## src/inc/fcnt_pkg.sv

```systemverilog
// fill-level counter package: register map, control fields, constants.
// assumes an apb master on the core clock and user logic on the same clock.

package fcnt_pkg;

  ////////////////////////////////////////////////////////////////////////////
  localparam int ADDR_W = 8;
  localparam logic [7:0] CTRL_OFS = 8'h00;
  localparam logic [7:0] STAT_OFS = 8'h04;
  localparam logic [7:0] DCNT_OFS = 8'h08;
  localparam logic [7:0] WCNT_OFS = 8'h0c;
  localparam logic [7:0] RCNT_OFS = 8'h10;

  ////////////////////////////////////////////////////////////////////////////
  localparam int CTRL_INDEP_BIT = 0;
  localparam int CTRL_LOOK_BIT = 1;
  localparam int CTRL_ACC_BIT = 2;
  localparam int CTRL_FLUSH_BIT = 3;
  localparam logic CTRL_INDEP_RST = 1'b1;
  localparam logic CTRL_LOOK_RST = 1'b0;
  localparam logic CTRL_ACC_RST = 1'b0;

  localparam int STAT_EMPTY_BIT = 0;
  localparam int STAT_FULL_BIT = 1;
  localparam int STAT_STAGE_LSB = 2;

  ////////////////////////////////////////////////////////////////////////////
  localparam logic [1:0] LOOK_EXTRA = 2'h2;
  localparam int SYNC_STAGES = 2;

  typedef enum {
    FCNT_BRAM,
    FCNT_DRAM,
    FCNT_SHREG,
    FCNT_HARD
  } fcnt_impl_t;

endpackage

```

## src/logic/fcnt_mem.sv

```systemverilog
// storage array for the fifo, one write and one read port.
// assumes one clock; read data come out of a register updated on i_re.
`timescale 1ns/1ps

module fcnt_mem #(
  parameter int DATA_W = 8,
  parameter int AW = 4
) (
  input wire logic i_core_clk,
  input wire logic i_we,
  input wire logic [AW-1:0] i_waddr,
  input wire logic [DATA_W-1:0] i_wdata,
  input wire logic i_re,
  input wire logic [AW-1:0] i_raddr,
  output logic [DATA_W-1:0] o_rdata
);

  logic [DATA_W-1:0] mem [0:(1<<AW)-1];

  // no reset on the array: contents are don't-care until written
  always_ff @(posedge i_core_clk) begin
    if (i_we) begin
      mem[i_waddr] <= i_wdata;
    end
  end

  always_ff @(posedge i_core_clk) begin
    if (i_re) begin
      o_rdata <= mem[i_raddr];
    end
  end

endmodule

```

## src/logic/fcnt_top.sv

```systemverilog
// fifo with occupancy counters for common and independent clock modes,
// standard or lookahead reads, approximate or accurate count schemes.
// assumes user logic and an apb master on i_core_clk; the independent
// mode keeps its two pointer sides apart through gray synchronisers.
//
// Design decisions made here: the register decode and register access over APB.
`timescale 1ns/1ps

module fcnt_top #(
  parameter int DATA_W = 8,
  parameter int DEPTH = 16,
  parameter int CNT_W = 5,
  parameter bit HAS_COUNTS = 1'b1,
  parameter fcnt_pkg::fcnt_impl_t IMPL = fcnt_pkg::FCNT_BRAM
) (
  input wire logic i_core_clk,
  input wire logic i_rstn,
  // apb slave
  input wire logic i_psel,
  input wire logic i_penable,
  input wire logic i_pwrite,
  input wire logic [fcnt_pkg::ADDR_W-1:0] i_paddr,
  input wire logic [31:0] i_pwdata,
  output logic [31:0] o_prdata,
  output logic o_pready,
  output logic o_pslverr,
  // user write side
  input wire logic i_wr_en,
  input wire logic [DATA_W-1:0] i_wr_data,
  output logic o_full,
  output logic [CNT_W-1:0] o_wr_count,
  // user read side
  input wire logic i_rd_en,
  output logic [DATA_W-1:0] o_rd_data,
  output logic o_rd_valid,
  output logic o_empty,
  output logic [CNT_W-1:0] o_rd_count,
  // common clock fill count
  output logic [CNT_W-1:0] o_data_count
);

  localparam int AW = $clog2(DEPTH);
  localparam logic [AW-1:0] CAP = AW'(DEPTH - 1);
  localparam logic [AW:0] SAT = (AW+1)'(DEPTH - 1);
  // hard fifo builds carry no counters at all
  localparam bit COUNTS_ON = HAS_COUNTS && (IMPL != fcnt_pkg::FCNT_HARD);

  ////////////////////////////////////////////////////////////////////////////
  // elaboration checks

  if (DEPTH < 4 || (1 << AW) != DEPTH) begin : g_bad_depth
    $error("fcnt_top: DEPTH must be a power of two, at least 4");
  end
  if (CNT_W < 1 || CNT_W > AW + 1) begin : g_bad_cnt
    $error("fcnt_top: CNT_W must lie between 1 and log2(DEPTH)+1");
  end

  ////////////////////////////////////////////////////////////////////////////
  // helpers

  function automatic logic [AW-1:0] to_gray(input logic [AW-1:0] b);
    return b ^ (b >> 1);
  endfunction

  function automatic logic [AW-1:0] from_gray(input logic [AW-1:0] g);
    logic [AW-1:0] b;
    b = '0;
    for (int i = 0; i < AW; i++) begin
      b[i] = ^(g >> i);
    end
    return b;
  endfunction

  // keep the top bits of the full-width count; accurate counts are one
  // bit wider, so their msb sits one place higher
  function automatic logic [CNT_W-1:0] trunc(input logic [AW:0] v,
                                             input logic accw);
    int w;
    int lsb;
    logic [CNT_W-1:0] r;
    r = '0;
    w = accw ? CNT_W : ((CNT_W > AW) ? AW : CNT_W);
    lsb = accw ? (AW + 1 - w) : (AW - w);
    for (int i = 0; i < CNT_W; i++) begin
      if (i < w) begin
        r[i] = v[lsb+i];
      end
    end
    return r;
  endfunction

  ////////////////////////////////////////////////////////////////////////////
  // control register

  logic indep;
  logic look;
  logic acc;
  logic flush;
  logic clr;
  logic apb_setup;
  logic apb_wr;
  logic acc_eff;

  assign apb_setup = i_psel & ~i_penable;
  assign apb_wr = i_psel & i_penable & i_pwrite;

  always_ff @(posedge i_core_clk) begin
    if (!i_rstn) begin
      indep <= fcnt_pkg::CTRL_INDEP_RST;
      look <= fcnt_pkg::CTRL_LOOK_RST;
      acc <= fcnt_pkg::CTRL_ACC_RST;
    end else if (apb_wr && i_paddr == fcnt_pkg::CTRL_OFS) begin
      indep <= i_pwdata[fcnt_pkg::CTRL_INDEP_BIT];
      look <= i_pwdata[fcnt_pkg::CTRL_LOOK_BIT];
      acc <= i_pwdata[fcnt_pkg::CTRL_ACC_BIT];
    end
  end

  // flush is a one-cycle self-clearing strobe that acts like reset
  always_ff @(posedge i_core_clk) begin
    if (!i_rstn) begin
      flush <= 1'b0;
    end else begin
      flush <= apb_wr && i_paddr == fcnt_pkg::CTRL_OFS &&
               i_pwdata[fcnt_pkg::CTRL_FLUSH_BIT];
    end
  end

  assign clr = !i_rstn || flush;

  // common clock has no approximate scheme, so lookahead there is accurate
  assign acc_eff = look & (acc | ~indep);

  ////////////////////////////////////////////////////////////////////////////
  // pointers and gray crossing

  logic [AW-1:0] wptr;
  logic [AW-1:0] rptr;
  logic [AW-1:0] wgray;
  logic [AW-1:0] rgray;
  logic [AW-1:0] wsync1;
  logic [AW-1:0] wsync2;
  logic [AW-1:0] rsync1;
  logic [AW-1:0] rsync2;
  logic [AW-1:0] rptr_seen;
  logic [AW-1:0] wptr_seen;
  logic [AW-1:0] wr_used;
  logic [AW-1:0] rd_avail;
  logic mem_empty;
  logic wr_go;
  logic fetch;

  // gray copies come from flops so the synchronisers never see glitches
  always_ff @(posedge i_core_clk) begin
    if (clr) begin
      wgray <= '0;
      rgray <= '0;
      wsync1 <= '0;
      wsync2 <= '0;
      rsync1 <= '0;
      rsync2 <= '0;
    end else begin
      wgray <= to_gray(wptr);
      rgray <= to_gray(rptr);
      wsync1 <= wgray;
      wsync2 <= wsync1;
      rsync1 <= rgray;
      rsync2 <= rsync1;
    end
  end

  // in independent mode each side compares its own pointer to the other's delayed copy; the
  // lag only ever makes the write side high and the read side low
  assign rptr_seen = indep ? from_gray(rsync2) : rptr;
  assign wptr_seen = indep ? from_gray(wsync2) : wptr;
  assign wr_used = wptr - rptr_seen;
  assign rd_avail = wptr_seen - rptr;
  assign mem_empty = (rd_avail == '0);
  assign o_full = (wr_used == CAP);
  assign wr_go = i_wr_en & ~o_full;

  always_ff @(posedge i_core_clk) begin
    if (clr) begin
      wptr <= '0;
    end else if (wr_go) begin
      wptr <= wptr + 1'b1;
    end
  end

  always_ff @(posedge i_core_clk) begin
    if (clr) begin
      rptr <= '0;
    end else if (fetch) begin
      rptr <= rptr + 1'b1;
    end
  end

  ////////////////////////////////////////////////////////////////////////////
  // storage

  logic [DATA_W-1:0] mem_q;

  fcnt_mem #(
    .DATA_W(DATA_W),
    .AW(AW)
  ) u_mem (
    .i_core_clk(i_core_clk),
    .i_we(wr_go),
    .i_waddr(wptr),
    .i_wdata(i_wr_data),
    .i_re(fetch),
    .i_raddr(rptr),
    .o_rdata(mem_q)
  );

  ////////////////////////////////////////////////////////////////////////////
  // read side: standard or lookahead stage of two words

  logic [1:0] stg_n;
  logic inflight;
  logic pop;
  logic rd_vld_q;
  logic [DATA_W-1:0] st0;
  logic [DATA_W-1:0] st1;
  logic [1:0] slot;

  assign pop = look & i_rd_en & (stg_n != 2'h0);
  assign slot = stg_n - {1'b0, pop};

  // lookahead prefetches until the stage plus the word in flight make two;
  // it does not refill a full stage in its pop cycle, trading one cycle of throughput
  // for a simpler slot choice
  always_comb begin
    if (look) begin
      fetch = ~mem_empty &&
              ({1'b0, stg_n} + {2'b0, inflight}) < {1'b0, fcnt_pkg::LOOK_EXTRA};
    end else begin
      fetch = i_rd_en & ~mem_empty;
    end
  end

  always_ff @(posedge i_core_clk) begin
    if (clr) begin
      inflight <= 1'b0;
      rd_vld_q <= 1'b0;
    end else begin
      inflight <= fetch & look;
      rd_vld_q <= fetch & ~look;
    end
  end

  always_ff @(posedge i_core_clk) begin
    if (clr) begin
      stg_n <= 2'h0;
    end else begin
      stg_n <= stg_n - {1'b0, pop} + {1'b0, inflight};
    end
  end

  always_ff @(posedge i_core_clk) begin
    if (clr) begin
      st0 <= '0;
      st1 <= '0;
    end else begin
      if (inflight && slot == 2'h0) begin
        st0 <= mem_q;
      end else if (pop) begin
        st0 <= st1;
      end
      if (inflight && slot == 2'h1) begin
        st1 <= mem_q;
      end
    end
  end

  // switching lookahead off with words staged loses them; flush first
  assign o_rd_data = look ? st0 : mem_q;
  assign o_rd_valid = look ? (stg_n != 2'h0) : rd_vld_q;
  assign o_empty = look ? (stg_n == 2'h0) : mem_empty;

  ////////////////////////////////////////////////////////////////////////////
  // counts

  logic [AW-1:0] next_wptr;
  logic [AW-1:0] next_rptr;
  logic [AW:0] next_fill;
  logic [AW:0] wr_val;
  logic [AW:0] rd_raw;
  logic [AW:0] rd_val;

  assign next_wptr = wptr + {{(AW-1){1'b0}}, wr_go};
  assign next_rptr = rptr + {{(AW-1){1'b0}}, fetch};

  // the accurate fill counts the stage as always full: exact once the
  // stage is loaded, up to two high near empty, and 2 when empty
  assign next_fill = {1'b0, next_wptr - next_rptr} +
                     (look ? {{(AW-1){1'b0}}, fcnt_pkg::LOOK_EXTRA} : '0);

  // built from next pointers, so it moves on the operation's own edge
  always_ff @(posedge i_core_clk) begin
    if (clr) begin
      o_data_count <= '0;
    end else if (COUNTS_ON && !indep) begin
      o_data_count <= trunc(next_fill, acc_eff);
    end else begin
      o_data_count <= '0;
    end
  end

  // accurate write count assumes two staged read words even when they are
  // not there; it lands on the true count once the stage fills
  assign wr_val = {1'b0, wr_used} +
                  (acc_eff ? {{(AW-1){1'b0}}, fcnt_pkg::LOOK_EXTRA} : '0);

  assign rd_raw = {1'b0, rd_avail} + (look ? {{(AW-1){1'b0}}, stg_n} : '0);
  // approximate counts keep the plain width and stop at depth minus one
  assign rd_val = (!acc_eff && rd_raw > SAT) ? SAT : rd_raw;

  // sampled from current pointers, so each change shows one cycle later
  always_ff @(posedge i_core_clk) begin
    if (clr) begin
      o_wr_count <= '0;
    end else if (COUNTS_ON && indep) begin
      o_wr_count <= trunc(wr_val, acc_eff);
    end else begin
      o_wr_count <= '0;
    end
  end

  always_ff @(posedge i_core_clk) begin
    if (clr) begin
      o_rd_count <= '0;
    end else if (COUNTS_ON && indep) begin
      o_rd_count <= trunc(rd_val, acc_eff);
    end else begin
      o_rd_count <= '0;
    end
  end

  ////////////////////////////////////////////////////////////////////////////
  // apb read path: decoded in the setup cycle, answered in access

  logic [31:0] rd_word;
  logic rd_err;
  logic pslverr_q;

  always_comb begin
    rd_word = '0;
    rd_err = 1'b0;
    case (i_paddr)
      fcnt_pkg::CTRL_OFS: begin
        rd_word[fcnt_pkg::CTRL_INDEP_BIT] = indep;
        rd_word[fcnt_pkg::CTRL_LOOK_BIT] = look;
        rd_word[fcnt_pkg::CTRL_ACC_BIT] = acc;
      end
      fcnt_pkg::STAT_OFS: begin
        rd_word[fcnt_pkg::STAT_EMPTY_BIT] = o_empty;
        rd_word[fcnt_pkg::STAT_FULL_BIT] = o_full;
        rd_word[fcnt_pkg::STAT_STAGE_LSB +: 2] = stg_n;
      end
      fcnt_pkg::DCNT_OFS: begin
        rd_word[CNT_W-1:0] = o_data_count;
      end
      fcnt_pkg::WCNT_OFS: begin
        rd_word[CNT_W-1:0] = o_wr_count;
      end
      fcnt_pkg::RCNT_OFS: begin
        rd_word[CNT_W-1:0] = o_rd_count;
      end
      default: begin
        rd_err = 1'b1;
      end
    endcase
  end

  always_ff @(posedge i_core_clk) begin
    if (!i_rstn) begin
      o_prdata <= '0;
      pslverr_q <= 1'b0;
    end else if (apb_setup) begin
      o_prdata <= i_pwrite ? 32'h0000_0000 : rd_word;
      pslverr_q <= rd_err;
    end
  end

  // zero wait states; unmapped addresses answer with an error
  assign o_pready = 1'b1;
  assign o_pslverr = pslverr_q & i_psel & i_penable;

endmodule

```

## config.mk

```make
export PLATFORM = sky130hd
export DESIGN_NAME = fcnt_top
export DESIGN_NICKNAME = d
export VERILOG_FILES = /design/src/inc/fcnt_pkg.sv /design/src/logic/fcnt_mem.sv /design/src/logic/fcnt_top.sv
export SDC_FILE = /design/constraint.sdc
export NUM_CORES = 1
export LEC_CHECK = 0
export BUFFER_PORTS_ARGS = -buffer_cell sky130_fd_sc_hd__buf_2
export CAP_MARGIN = 10
export CORE_ASPECT_RATIO = 0.5
export CORE_MARGIN = 1.5
export CORE_UTILIZATION = 40
export CTS_BUF_LIST = sky130_fd_sc_hd__clkbuf_8
export DETAILED_ROUTE_END_ITERATION = 10
export HOLD_SLACK_MARGIN = 0.08
export MAX_ROUTING_LAYER = met4
export PLACE_DENSITY = 0.67
export SLEW_MARGIN = 0
export SYNTH_ARGS = -nofsm -noshare
export SYNTH_HDL_FRONTEND = slang
export SYNTH_HIERARCHICAL = 1
export SYNTH_SLANG_ARGS = --single-unit
```

## constraint.sdc

```tcl
create_clock -name i_core_clk -period 4.4 [get_ports i_core_clk]
set_input_delay 0.88 -clock i_core_clk [delete_from_list [all_inputs] [get_ports i_core_clk]]
set_output_delay 0.88 -clock i_core_clk [all_outputs]
set_load 0.03 [all_outputs]
```

==> results of run 1 <==
==> power groups by stage <==
stage | combinational [mW] | sequential (mW) | clock, mW
finish | 1.21 | 2.28 | 1.59
global route | 1.33 | 2.29 | 1.73
CTS | 1.15 | 2.28 | 1.63
detailed placement | 1.14 | 2.33 | 0
global placement | 1.12 | 2.32 | 0
floorplan | 0.837 | 2.35 | 0
==> final cells by class <==
cell class | count | area, um^2 | area share, %
antenna | 1 | 2.50 | 0.0237
tap | 307 | 384 | 3.63
sequential | 213 | 5630 | 53.2
timing repair buffer | 89 | 523 | 4.95
clock inverter | 17 | 82.6 | 0.781
inverter | 28 | 105 | 0.994
multi-input combinational | 394 | 3300 | 31.2
clock buffer | 40 | 551 | 5.21
==> cell usage in the layout (no fill, tap or decap), drive strengths merged, types with 15 or more instances in the layout <==
master	count
a21oi	15
a22oi	22
and2	28
buf	89
clkbuf	40
conb	28
dfxtp	77
edfxtp	136
ha	21
inv	37
mux2i	22
mux4	32
nand2	40
nor2	52
xnor2	18
==> per-stage QoR <==
stage	power (mW)	utilization, %	std cells	instance area [um^2]	TNS [ps]
after detailed placement	3.47	43.3	1027	9840	0
final	5.08	46.5	1089	10600	0
after floorplan	3.18	-	691	9340	0
after CTS	5.06	46.0	1084	10500	0
after global routing	5.35	46.5	1089	10600	-304
after global placement	3.44	43.3	1027	9840	0
==> layer usage <==
layer  vias up  share of wire (%)
met1      2721                 47
met2       173                 46
met3        28                5.2
met5         -                  0
met4         0                1.5
li1       2599                  -
==> registers in the layout (all words and copies together), names as in the netlist, 2 cells and up <==
| signal | cells |
|---|---|
| u_mem/mem | 128 |
| st0 | 8 |
| st1 | 8 |
| u_mem/o_rdata | 8 |
| o_data_count | 5 |
| o_prdata | 5 |
| o_rd_count | 5 |
| o_wr_count | 5 |
| rgray | 4 |
| rptr | 4 |
| rsync1 | 4 |
| rsync2 | 4 |
| wgray | 4 |
| wptr | 4 |
| wsync1 | 4 |
| wsync2 | 4 |
| stg_n | 2 |
==> path summary, 6_finish.rpt <==
path,depth (start not counted),from,slack [ps],end
worst max-delay path,21,wsync2[2],50,o_data_count[3]
worst min-delay path,1,wsync1[2],420,wsync2[2]
worst max register to register,21,wsync2[2],50,o_data_count[3]
worst min register to register,1,wsync1[2],420,wsync2[2]
==> critical path, stage by stage (launching register included) <==
cell and delay (ps):
dfxtp_2 330, xnor2_2 220, xnor2_2 160, xnor2_1 150, nor2_1 50, a21oi_1 180, ha_2 230, fa_2 470
nand3_4 90, o21ai_4 70, fa_2 390, inv_2 60, fa_1 390, inv_1 80, ha_2 170, inv_2 40
fa_2 320, xor2_1 150, xnor2_1 130, xnor2_1 270, xnor2_1 120, nor3_1 180
==> logic make-up after synthesis <==
family / after synthesis / synth area share, %
compound gates: 75 / 5.59
xor+xnor: 24 / 2.44
fa+ha+maj: 27 / 4.14
buf+inv: 84 / 5.20
flops: 213 / 60.9
mux: 64 / 12.1
other cells: 2 / 0.0813
simple gates: 176 / 9.49
==> what timing repair did <==
item,CTS,global route
resized for setup,0,17
hold buffers,0,0
hold endpoints to repair,0,0
setup buffers,0,4
setup endpoints to repair,0,3
==> results.tsv, run 1 <==
stage	metric	value	unit
critical_path	Worst Path Arrival	4780	ps
timing	Hold Slack	417	ps
power_and_ir_drop	Comb pwr share	23.9	%
timing	worst setup margin	52.9	ps
clocking	CTS H-tree lvls	2	
power_and_ir_drop	clock share of power	31.2	%
power_and_ir_drop	Pint	3.58	mW
clocking	CTS max path bufs	3	
floorplan	Starting Density	40.6	%
timing	RSZ-0062 raised after global routing	yes	
global_routing	first-pass GRT wire length	30000	um
power_and_ir_drop	Peak VDD IR	0.248	mV
synthesis	syn_area_per_cell	13.9	um^2
global_routing	grt ovf	0	
timing	Max Clock Freq	0.230	GHz
synthesis	Post-synth EDFFs	136	
floorplan	# IOs	115	
floorplan	CORE AREA	22700	um^2
job	max cap viols	0	
timing	Final period util	98.8	%
synthesis	most common cell in the netlist	edfxtp_1	
clocking	CTS buffer count	34	
synthesis	top cells by area, synth	edfxtp_1 44%, dfxtp_1 17%, mux4_2 4.4%	
global_routing	grt peak-use layer	met2	
global_routing	met3 Use GR	3.50	%
global_routing	met2 Use GR	25.1	%
clocking	clk_lat worst skew	510	ps
drt	WL final	19000	um
drt	via count	5521	
global_routing	met1 usage	22.7	%
placed_design	Placer Congestion	0.787	
clocking	Worst-path clk slew	60	ps
worst_hold_path	worst hold path class	reg -> reg	
power_and_ir_drop	switch share	29.5	%
final_layout	fillers	2009	
drt	Final ANT Viol Nets	0	
placed_design	final HPWL from detailed placement	12700	um
synthesis	mapped cell area	9240	um^2
timing	Final Skew	18.2	ps
power_and_ir_drop	Reg power frac	44.9	%
clocking	clock sinks	213	
global_routing	vias in the first global route	5599	
power_and_ir_drop	Net Sw Power	1.50	mW
synthesis	Yosys reg bits	213	
synthesis	Post-synth ARST share	0	%
clocking	CTS tree	built	
synthesis	Synth Instances	665	
power_and_ir_drop	Pwr per Cell Area	481	nW/um^2
timing	final count of pins violating max slew	0	
timing	final hold violation count	0	
drt	Initial DRT Pass Iterations	5	
placed_design	PortBufs	58	
floorplan	Die Y-Extent	110	um
timing	min Tclk post-route	4350	ps
drt	DRC	0	
synthesis	Yosys warnings	6	
synthesis	Commonest cells post-synth	136 x edfxtp_1, 77 x dfxtp_1, 52 x nor2_1, 40 x nand2_1, 29 x buf_4	
floorplan	Rows	39	
power_and_ir_drop	leakage power	3.97	nW
status	status	completed	
global_routing	overall routing resource usage	16.6	%
final_layout	fin nets	842	
floorplan	Die Width	218	um
global_routing	initial antenna violation count	1	
synthesis	ys flop type	edfxtp_1	
critical_path	CP endpoint kind	flip-flop	
placed_design	pre-CTS setup slack	56.1	ps
synthesis	post-synth top area cell	edfxtp_1	
timing	Slew @ Worst Pin	946	ps
critical_path	CP required	4830	ps
global_routing	largest net degree at the start of global routing	37	
drt	Via density	5.07	
final_layout	synthesis-to-layout area growth	14.5	%
floorplan	Die ar.	24100	um^2
synthesis	Yosys cell types	59	
timing	Slew Limit Headroom	36.7	%
critical_path	worst-path fanout max	2	
final_layout	share of layout cells above drive strength 1	23.9	%
drt	Iteration-0 DRC Markers	408	
synthesis	post-synthesis sequential area ratio	60.9	%
clocking	Root Driver	clkbuf_8	
critical_path	Startpoint Class	flip-flop	
synthesis	post-synth top area share	44.2	%
drt	wire per inst	17.5	um
timing	# setup viols final	0	
critical_path	Setup CP Type	reg -> reg	
Note: power is estimated with default switching activity, not from simulation.
==> run 2, diff against run 1 <==
- CORE_UTILIZATION: 40 -> 30
- PLACE_DENSITY: 0.67 -> 0.54
==> run 2 against run 1 <==
Clock power fell by 3%. Non-clock buffer count shrank 3. Highest routed layer unchanged. Critical endpoint unchanged. Combinational power down 5%.
==> results.tsv, run 2 (synthesized netlist as in run 1, its figures left out) <==
stage	metric	value	unit
drt	WL final	19900	um
power_and_ir_drop	Peak VDD IR	0.225	mV
timing	min Tclk post-route	4190	ps
power_and_ir_drop	Reg power frac	45.7	%
placed_design	PortBufs	58	
floorplan	Die Width	251	um
power_and_ir_drop	leakage power	3.97	nW
clocking	CTS max path bufs	3	
final_layout	synthesis-to-layout area growth	15.1	%
global_routing	largest net degree at the start of global routing	37	
timing	final hold violation count	0	
critical_path	Startpoint Class	flip-flop	
critical_path	worst-path fanout max	2	
timing	Max Clock Freq	0.239	GHz
floorplan	# IOs	115	
global_routing	overall routing resource usage	13.1	%
timing	Final period util	95.1	%
status	status	completed	
power_and_ir_drop	Net Sw Power	1.49	mW
job	max cap viols	0	
global_routing	first-pass GRT wire length	31500	um
clocking	CTS buffer count	34	
critical_path	Setup CP Type	reg -> reg	
power_and_ir_drop	clock share of power	31.1	%
critical_path	Worst Path Arrival	4570	ps
floorplan	Die ar.	31900	um^2
drt	Iteration-0 DRC Markers	277	
critical_path	Cell Chain, Critical Path	xnor2_2 > xnor2_2 > xnor2_1 > nor2_1 > a21oi_1 > ha_2 > fa_2 > nand3_2 > o21ai_2 > fa_2 > inv_1 > fa_1 > inv_1 > ha_1 > inv_1 > fa_1 > xor2_1 > xnor2_1 > xnor2_1 > xnor2_1 > nor3_1	
timing	Slew @ Worst Pin	944	ps
drt	wire per inst	16.8	um
final_layout	Final Util	35.1	%
placed_design	Placer Congestion	0.797	
timing	Slew Limit Headroom	36.8	%
worst_hold_path	worst hold path class	reg -> reg	
drt	Initial DRT Pass Iterations	4	
power_and_ir_drop	Pint	3.50	mW
global_routing	grt ovf	0	
final_layout	most frequent cells in the layout	136 x edfxtp_1, 76 x dfxtp_1, 58 x buf_2	
global_routing	initial antenna violation count	2	
final_layout	footprint of the multi-input gates	3260	um^2
final_layout	share of layout cells above drive strength 1	22.0	%
power_and_ir_drop	Pwr per Cell Area	470	nW/um^2
critical_path	slowest stage delay, CP	450	ps
power_and_ir_drop	Comb pwr share	23.1	%
critical_path	most frequent CP cell	xnor2_1	
drt	DRC	0	
clocking	Root Driver	clkbuf_8	
placed_design	final HPWL from detailed placement	13500	um
final_layout	storage element area	5630	um^2
critical_path	CP endpoint kind	flip-flop	
critical_path	CP max stage cell	fa_2	
power_and_ir_drop	switch share	29.8	%
final_layout	fillers	2932	
floorplan	Rows	45	
clocking	CTS tree	built	
critical_path	CP required	4780	ps
clocking	Worst-path clk slew	70	ps
timing	Final Skew	32.3	ps
clocking	clk_lat worst skew	520	ps
drt	via count	5474	
drt	Via density	4.62	
drt	Final ANT Viol Nets	0	
timing	final count of pins violating max slew	0	
clocking	clock sinks	213	
clocking	CTS H-tree lvls	2	
floorplan	CORE AREA	30300	um^2
final_layout	Largest Register	u_mem/mem	
floorplan	Die Y-Extent	127	um
global_routing	vias in the first global route	5630	
floorplan	Starting Density	30.5	%
final_layout	fin nets	839	
timing	Hold Slack	418	ps
final_layout	most common library cell in the layout ignoring fill and taps	edfxtp_1	
final_layout	max reg flops	128	
timing	# setup viols final	0	
[run 2: area by class of cell]
cell class | count | share of cell area (%)
repair buffers | 86 | 4.71
clock inverters | 25 | 1.12
diodes | 2 | 0.0471
well taps | 399 | 4.70
multi-input cells | 394 | 30.7
inverters | 28 | 0.989
clock buffers | 37 | 4.79
flip-flops and latches | 213 | 52.9
[run 2: per-stage QoR]
step | TNS (ps) | setup slack (ps) | cells | cell area [um^2] | total power, mW
2_1_floorplan | 0 | 190 | 691 | 9340 | 3.18
3_3_place_gp | 0 | 127 | 1119 | 9950 | 3.47
3_5_place_dp | 0 | 75.7 | 1119 | 9950 | 3.48
4_1_cts | 0 | 87.0 | 1181 | 10600 | 5.06
5_1_grt | -15.9 | -15.9 | 1184 | 10600 | 5.27
6_report | 0 | 214 | 1184 | 10600 | 4.99
[run 2: critical path, delay by kind of cell, from the launching register on]
kind	cells	cell delay, ps
buffers and inverters	3	180
AO/OA/AOI/OAI	2	210
XOR/XNOR	7	1210
flip-flops	1	320
adder cells (fa/ha/maj)	6	1930
AND/OR/NAND/NOR	3	220
[run 2: worst paths after layout]
path | slack, ps | from | cells after the start | end
max | 210 | wsync2[2] | 21 | o_data_count[3]
min | 420 | wsync1[2] | 1 | wsync2[2]
max reg2reg | 210 | wsync2[2] | 21 | o_data_count[3]
min reg2reg | 420 | wsync1[2] | 1 | wsync2[2]
[run 2: power by group through the flow]
stage | logic (mW) | clock network [mW] | registers [mW]
2_1_floorplan | 0.837 | 0 | 2.35
3_3_place_gp | 1.14 | 0 | 2.33
3_5_place_dp | 1.15 | 0 | 2.33
4_1_cts | 1.16 | 1.61 | 2.29
5_1_grt | 1.27 | 1.71 | 2.29
6_report | 1.15 | 1.55 | 2.28
[run 2: repair_timing]
item | CTS | global route
gates resized for setup | 0 | 7
setup buffers | 0 | 1
endpoints found under the hold margin | 0 | 0
endpoints found under the setup margin | 0 | 3
hold buffers | 0 | 0
[run 2: routing by layer]
layer,track usage (%),routed length [um]
met1,17.2,9490
met2,20.5,9060
met3,3.04,1050
met4,3.61,261
met5,-,0
